==> config.mk <==
export PLATFORM = sky130hd
export DESIGN_NAME = fsp_ctrl
export DESIGN_NICKNAME = d
export VERILOG_FILES = /design/src/logic/fsp_ctrl.v
export VERILOG_INCLUDE_DIRS = /design/src /design/src/common
export SDC_FILE = /design/constraint.sdc
export NUM_CORES = 1
export LEC_CHECK = 0
export ABC_AREA = 1
export BUFFER_PORTS_ARGS = -buffer_cell sky130_fd_sc_hd__buf_4
export CAP_MARGIN = 20
export CORE_MARGIN = 10
export CORE_UTILIZATION = 29
export DETAILED_ROUTE_END_ITERATION = 16
export PLACE_DENSITY = 0.56
export RECOVER_POWER = 100
export SYNTH_ARGS = -nofsm -noshare
export SYNTH_HDL_FRONTEND = slang
export SYNTH_SLANG_ARGS = --single-unit
==> constraint.sdc <==
create_clock -name clk -period 32.4 [get_ports clk]
set_input_delay 6.48 -clock clk [delete_from_list [all_inputs] [get_ports clk]]
set_output_delay 6.48 -clock clk [all_outputs]
set_load 0.01 [all_outputs]
==> src/common/fsp_defs.vh <==
// constants for the fault status and nvm program control block
`ifndef FSP_DEFS_VH
`define FSP_DEFS_VH
`define FSP_ADDR_FAULT      8'h54
`define FSP_ADDR_PROG       8'h60
`define FSP_ADDR_UNLOCK     8'h61
`define FSP_RST_FAULT       8'h00
`define FSP_RST_PROG        8'h01
`define FSP_RST_UNLOCK      8'h00
`define FSP_BIT_SHORT       2
`define FSP_BIT_OCP         1
`define FSP_BIT_OTP         0
`define FSP_BIT_DONE        1
`define FSP_CMD_MSB         7
`define FSP_CMD_LSB         3
`define FSP_CMD_PROGRAM     5'h12
`define FSP_UNLOCK_CODE     8'h61
`define FSP_CFG_LAST        4'hb
`define FSP_CLK_KHZ         10000
`define FSP_OCP_US          1000
`define FSP_OTP_US          160
`define FSP_OCP_CYC         ((`FSP_OCP_US * `FSP_CLK_KHZ + 999) / 1000)
`define FSP_OTP_CYC         ((`FSP_OTP_US * `FSP_CLK_KHZ) / 1000 + 1)
`define FSP_HICCUP_CYC      20000
`define FSP_NVM_CYC         64
`endif

==> src/logic/fsp_ctrl.v <==
// fault protection state machine, fault status and nvm program control
`timescale 1ns/1ps
`include "fsp_defs.vh"
module fsp_ctrl #(
   parameter OCP_CYC    = `FSP_OCP_CYC,
   parameter HICCUP_CYC = `FSP_HICCUP_CYC,
   parameter NVM_CYC    = `FSP_NVM_CYC
) (
   // clock and reset
   input  wire       clk,
   input  wire       rst,
   // register port
   input  wire [7:0] reg_addr,
   input  wire [7:0] reg_wdata,
   input  wire       reg_wr,
   input  wire       reg_rd,
   output reg  [7:0] reg_rdata,
   // analog comparators (asynchronous)
   input  wire       uvlo_in,
   input  wire       ocp_in,
   input  wire       scp_in,
   input  wire       otp_in,
   // configuration registers 0x00..0x0b
   input  wire [95:0] cfg_live,
   output reg  [95:0] cfg_reset_value,
   // converter control
   output reg        converter_enable,
   output reg        power_good_output,
   output reg        por_reset
);
   // ================================================================
   // input synchronisers
   // comparator levels are asynchronous to clk; two flops before any use,
   // which costs two cycles of reaction time on every fault, under-voltage
   // included, so the shortest response is three edges after the pin moves
   reg [3:0] sync1;
   reg [3:0] sync2;
   always @(posedge clk) begin
      if (rst) begin
         sync1 <= 4'h0;
         sync2 <= 4'h0;
      end else begin
         sync1 <= {uvlo_in, ocp_in, scp_in, otp_in};
         sync2 <= sync1;
      end
   end
   wire uvlo = sync2[3];
   wire ocp  = sync2[2];
   wire scp  = sync2[1];
   wire otp  = sync2[0];

   // ================================================================
   // protection state machine
   // under-voltage outranks every other state; a short trips on the first
   // synchronised sample, overload and overheat only after their streaks.
   // retry probes the synchronised comparators for one cycle, so recovery does not
   // wait out a second detection time before the output comes back
   localparam ST_RUN    = 4'b0001;
   localparam ST_HICCUP = 4'b0010;
   localparam ST_RETRY  = 4'b0100;
   localparam ST_UVLO   = 4'b1000;
   reg [3:0]  state;
   reg [15:0] ocp_cnt;
   reg [15:0] otp_cnt;
   reg [15:0] hic_cnt;
   reg        output_overcurrent_flag;
   reg        short_flag;
   reg        thermal_fault_flag;
   wire ocp_trip = ocp && (ocp_cnt >= OCP_CYC[15:0] - 16'h0001);
   // overheat limit held as a 32-bit constant so the compare is cut on purpose
   localparam [31:0] OTP_CYC_ALL = `FSP_OTP_CYC;
   wire otp_trip = otp && (otp_cnt >= OTP_CYC_ALL[15:0] - 16'h0001);
   always @(posedge clk) begin
      if (rst) begin
         state                   <= ST_UVLO;
         ocp_cnt                 <= 16'h0000;
         otp_cnt                 <= 16'h0000;
         hic_cnt                 <= 16'h0000;
         output_overcurrent_flag <= 1'b0;
         short_flag              <= 1'b0;
         thermal_fault_flag      <= 1'b0;
         converter_enable        <= 1'b0;
         power_good_output       <= 1'b0;
         por_reset               <= 1'b1;
      end else begin
         ocp_cnt <= (ocp && state == ST_RUN && !ocp_trip) ? ocp_cnt + 16'h0001 : 16'h0000;
         otp_cnt <= (otp && state == ST_RUN && !otp_trip) ? otp_cnt + 16'h0001 : 16'h0000;
         if (uvlo) begin
            state             <= ST_UVLO;
            por_reset         <= 1'b1;
            converter_enable  <= 1'b0;
            power_good_output <= 1'b0;
         end else begin
            por_reset <= 1'b0;
            case (state)
               ST_UVLO: begin
                  state            <= ST_RUN;
                  converter_enable <= 1'b1;
               end
               ST_RUN: begin
                  power_good_output <= 1'b1;
                  if (scp || ocp_trip || otp_trip) begin
                     state             <= ST_HICCUP;
                     converter_enable  <= 1'b0;
                     power_good_output <= 1'b0;
                     hic_cnt           <= 16'h0000;
                     short_flag              <= scp;
                     output_overcurrent_flag <= ocp_trip;
                     thermal_fault_flag      <= otp_trip;
                  end
               end
               ST_HICCUP: begin
                  power_good_output <= 1'b0;
                  if (hic_cnt >= HICCUP_CYC[15:0] - 16'h0001) begin
                     state            <= ST_RETRY;
                     converter_enable <= 1'b1;
                     hic_cnt          <= 16'h0000;
                  end else begin
                     hic_cnt <= hic_cnt + 16'h0001;
                  end
               end
               ST_RETRY: begin
                  // probe start-up; any fault still present sends it back off
                  if (scp || ocp || otp) begin
                     state            <= ST_HICCUP;
                     converter_enable <= 1'b0;
                  end else begin
                     state                   <= ST_RUN;
                     output_overcurrent_flag <= 1'b0;
                     short_flag              <= 1'b0;
                     thermal_fault_flag      <= 1'b0;
                  end
               end
               default: begin
                  state            <= ST_UVLO;
                  converter_enable <= 1'b0;
               end
            endcase
         end
      end
   end

   // ================================================================
   // nvm program control
   // the unlock key must match at the moment the command lands; a command
   // while busy is dropped rather than queued, and the key clears itself on
   // completion so every program cycle needs a fresh unlock
   reg [4:0]  nvm_program_command;
   reg        nvm_program_done;
   reg [7:0]  nvm_unlock_key;
   reg        prog_busy;
   reg [15:0] nvm_cnt;
   reg [95:0] multi_time_programmable_memory;
   wire       unlocked = (nvm_unlock_key == `FSP_UNLOCK_CODE);
   wire       prog_wr  = reg_wr && reg_addr == `FSP_ADDR_PROG;
   // reset byte of the control register, done bit picked out of it
   localparam [7:0] PROG_RST = `FSP_RST_PROG;
   always @(posedge clk) begin
      if (rst) begin
         nvm_program_command <= 5'h00;
         nvm_program_done    <= PROG_RST[`FSP_BIT_DONE];
         nvm_unlock_key      <= `FSP_RST_UNLOCK;
         prog_busy           <= 1'b0;
         nvm_cnt             <= 16'h0000;
      end else begin
         if (reg_wr && reg_addr == `FSP_ADDR_UNLOCK)
            nvm_unlock_key <= reg_wdata;
         if (prog_wr)
            nvm_program_command <= reg_wdata[`FSP_CMD_MSB:`FSP_CMD_LSB];
         if (prog_wr && unlocked && !prog_busy &&
             reg_wdata[`FSP_CMD_MSB:`FSP_CMD_LSB] == `FSP_CMD_PROGRAM) begin
            prog_busy        <= 1'b1;
            nvm_program_done <= 1'b0;
            nvm_cnt          <= 16'h0000;
         end else if (prog_busy) begin
            if (nvm_cnt >= NVM_CYC[15:0] - 16'h0001) begin
               prog_busy        <= 1'b0;
               nvm_program_done <= 1'b1;
               nvm_unlock_key   <= `FSP_RST_UNLOCK;
            end else begin
               nvm_cnt <= nvm_cnt + 16'h0001;
            end
         end
      end
   end
   // memory content survives reset; it is loaded from cfg_live on the first busy cycle of a program cycle
   always @(posedge clk) begin
      if (prog_busy && nvm_cnt == 16'h0000)
         multi_time_programmable_memory <= cfg_live;
   end
   // reset values are latched from memory while rst or por_reset is held
   always @(posedge clk) begin
      if (rst || por_reset)
         cfg_reset_value <= multi_time_programmable_memory;
   end

   // ================================================================
   // register readback
   // read data is registered and held until the next read strobe,
   // so the host may sample it any time after the answer edge
   always @(posedge clk) begin
      if (rst) begin
         reg_rdata <= 8'h00;
      end else if (reg_rd) begin
         case (reg_addr)
            `FSP_ADDR_FAULT:
               reg_rdata <= {5'h00, short_flag, output_overcurrent_flag, thermal_fault_flag};
            `FSP_ADDR_PROG:
               reg_rdata <= {nvm_program_command, 1'b0, nvm_program_done, 1'b1};
            `FSP_ADDR_UNLOCK:
               reg_rdata <= nvm_unlock_key;
            default:
               reg_rdata <= 8'h00;
         endcase
      end
   end
endmodule

==> impl_metrics.toml <==
[route]
avgRoutedWirePerCell_um = 15.5
num_vias = 6948
first_pass_iters = 6
wl_mm = 24.9
routed_via_density = 4.34
detail-route-antenna-nets = 0
drt_iter0_drc = 458
drc = 0

[sta]
setup_violations = 0
post-route-period-util_pct = 37.3
rsz0062_at_grt = "no"
finClkSkew_ps = 16.2
slew_violations = 235
min_period_ps = 12080
fmaxAchievable_mhz = 82.8
worst_slew_pin_slew_ps = 3420
hold_viol_final = 0
max-slew-margin-rel_pct = -128
setup_tns_ps = 0

[floorplanning]
placementRows = 69
ios = 227
dieArea_um2 = 44200
die_w_um = 210
core_um2 = 35700
die_h_um = 210
initial_utilization_pct = 29.5

[layout]
drive_gt1_share_pct = 16.6
multi_input_area_um2 = 2170
n_fill_cell = 3548
diodes = 0
final_cell_mix = "edfxtp_1, nand2_1, clkbuf_1, dfxtp_1, inv_1"
seqCellArea_um2 = 7870
final_common_cell = "edfxtp_1"
syn_to_final_growth_pct = 28.1
nNetsFinal = 1240

[placed_design]
gp_congestion = 0.865
dpl.hpwl_mm = 18.3
portBuffers = 226

[pwr]
p_total_mw = 0.825
ir_drop_v = 0.0000334
p_leak_nw = 4.82
switchingPower_mw = 0.167
combPwrFrac_pct = 3.7
power.share.clock_pct = 46.5
p_per_area_nw_per_um2 = 61.3
sequentialPowerShare_pct = 49.8
sw_frac_of_total_pct = 20.2
internal_power_mw = 0.658

[worst_setup_path]
slowest_stage = "clkbuf_1"
required_ps = 32440
cpMostUsedCell = "clkbuf_1"
cp_cell_sequence = "clkbuf_1, or2_0, clkbuf_1"
critPathKind = "input pin to flip-flop"
critical_path.startpoint_type = "input pin"
path_buf_inv = 2
cp_top_family = "buffers and inverters"
path_max_fanout = 62
cp-end-kind = "flip-flop"
arrival_ps = 12120
critPathMaxStageDelay_ps = 2420

[synth]
syn-instance-count = 853
syn_area_um2 = 10500
synthArstFlopShare_pct = 0
synth.avg_cell_area_um2 = 12.3
ys_seq_elements = 297
synth.distinct_cells = 39
ys_seq_area_share_pct = 74.9
yosys_warnings = 0
synth_edf_count = 192
synth_ff_type = "edfxtp_1"

[clocking]
clk_latency_ps = 510
ctsHoldBuffers = 0
cts_buffers = 35
clkSinkCount = 297
post_cts_resized = 0
htree_num_levels = 2
cts_buffer_depth = 3
cts_tree = "built"
post-cts-setup-buffer-count = 0
clkSlewWorstSetupHoldPaths_ps = 50
root_buffer = "clkbuf_16"

[run_status]
status = "finished, violations left"
violations = "capacitance limit, slew limit"

[global_routing]
grt_pass1_wl_mm = 37.7
grt_pass1_vias = 6692
grt-ovfl-total = 0
gr-usage-all-layers_pct = 10.7
grt_antenna_before_repair = 0
grt_max_degree = 65

[job]
cap_violations = 5

[hold_path]
hold_path_class = "flip-flop to flip-flop"
power by group through the flow:
stage	registers, mW	clock network [mW]	logic, mW
finish	0.411	0.384	0.0305
global route	0.411	0.413	0.0337
CTS	0.410	0.397	0.0349
detailed placement	0.418	0	0.0347
global placement	0.418	0	0.0344
floorplan	0.420	0	0.0115
cell families (layout without fill, tap and decap cells):
group                    Yosys count  after routing  synth area share, %
AO/OA/AOI/OAI                     79             79                 4.25
XOR/XNOR                          11             11                0.917
adder cells (fa/ha/maj)            6              6                0.714
buffers and inverters            118            400                 4.52
flip-flops                       297            297                 74.9
other                              1              7               0.0357
AND/OR/NAND/NOR                  341            341                 14.7
sequential cells by signal, indices dropped and copies added, names as in the netlist:
| signal | count |
|---|---|
| cfg_reset_value | 96 |
| converter_enable | 1 |
| hic_cnt | 16 |
| multi_time_programmable_memory | 96 |
| nvm_cnt | 16 |
| nvm_program_command | 5 |
| nvm_program_done | 1 |
| nvm_unlock_key | 8 |
| ocp_cnt | 16 |
| otp_cnt | 16 |
| output_overcurrent_flag | 1 |
| por_reset | 1 |
| power_good_output | 1 |
| prog_busy | 1 |
| reg_rdata | 8 |
| short_flag | 1 |
| state | 4 |
| sync1 | 4 |
| sync2 | 4 |
| thermal_fault_flag | 1 |
through the flow:
step | hold WS, ps | setup slack (ps) | cell area [um2] | std cells | utilization [%]
6_report | 400 | 20320 | 13500 | 1602 | 37.8
5_1_grt | 418 | 19650 | 13500 | 1602 | 37.8
4_1_cts | 401 | 24360 | 13900 | 1602 | 39.0
3_5_place_dp | 395 | 23820 | 12800 | 1538 | 35.8
3_3_place_gp | 391 | 23830 | 12800 | 1538 | 35.8
2_1_floorplan | 388 | 21890 | 10500 | 859 | -
cell type report:
class	count	area share, %
flip-flops and latches	297	58.4
multi-input cells	444	16.1
repair buffers	229	9.59
clock buffers	46	7.27
well taps	461	4.28
inverters	107	2.98
clock inverters	18	1.32
tightest hold or removal path, delay by kind of cell, from the launching register on:
family,cells,cell delay [ps]
buf+inv,1,40
flops,1,290
simple gates,1,30
path summary, 6_finish.rpt:
check,start,end,slack [ps],depth (start not counted)
setup reg to reg,nvm_cnt[11],multi_time_programmable_memory[61],27060,5
hold / removal,sync1[1],sync2[1],400,2
hold reg to reg,sync1[1],sync2[1],400,2
setup / recovery,rst,cfg_reset_value[61],20320,3
cells in the mapped netlist, types with 3 or more instances:
| library cell | instances | area [um2] |
|---|---|---|
| nor4_1 | 6 | 37.5 |
| ha_1 | 6 | 75.1 |
| a21oi_1 | 45 | 225 |
| o21ai_0 | 18 | 90.1 |
| nor3b_1 | 4 | 30.0 |
| clkbuf_1 | 3 | 11.3 |
| dfxtp_1 | 105 | 2100 |
| o22ai_1 | 3 | 18.8 |
| xor2_1 | 10 | 87.6 |
| nand4_1 | 13 | 81.3 |
| edfxtp_1 | 192 | 5770 |
| nand3_1 | 49 | 245 |
| inv_1 | 100 | 375 |
| nor2_2 | 4 | 25.0 |
| a211oi_1 | 6 | 45.0 |
| nand2_1 | 126 | 473 |
| nand2_2 | 4 | 25.0 |
| inv_2 | 6 | 22.5 |
| nor2_1 | 99 | 372 |
| buf_6 | 3 | 33.8 |
| nor3_1 | 23 | 115 |
per-layer routing:
layer,vias up,part of all wire [%],global-route usage [%]
met5,-,0,0
met4,0,2.3,3.80
met3,41,7.6,3.00
met2,254,44,16.5
met1,3231,46,14.2
li1,3422,-,-
No activity file was read; power rests on OpenSTA's default activity.
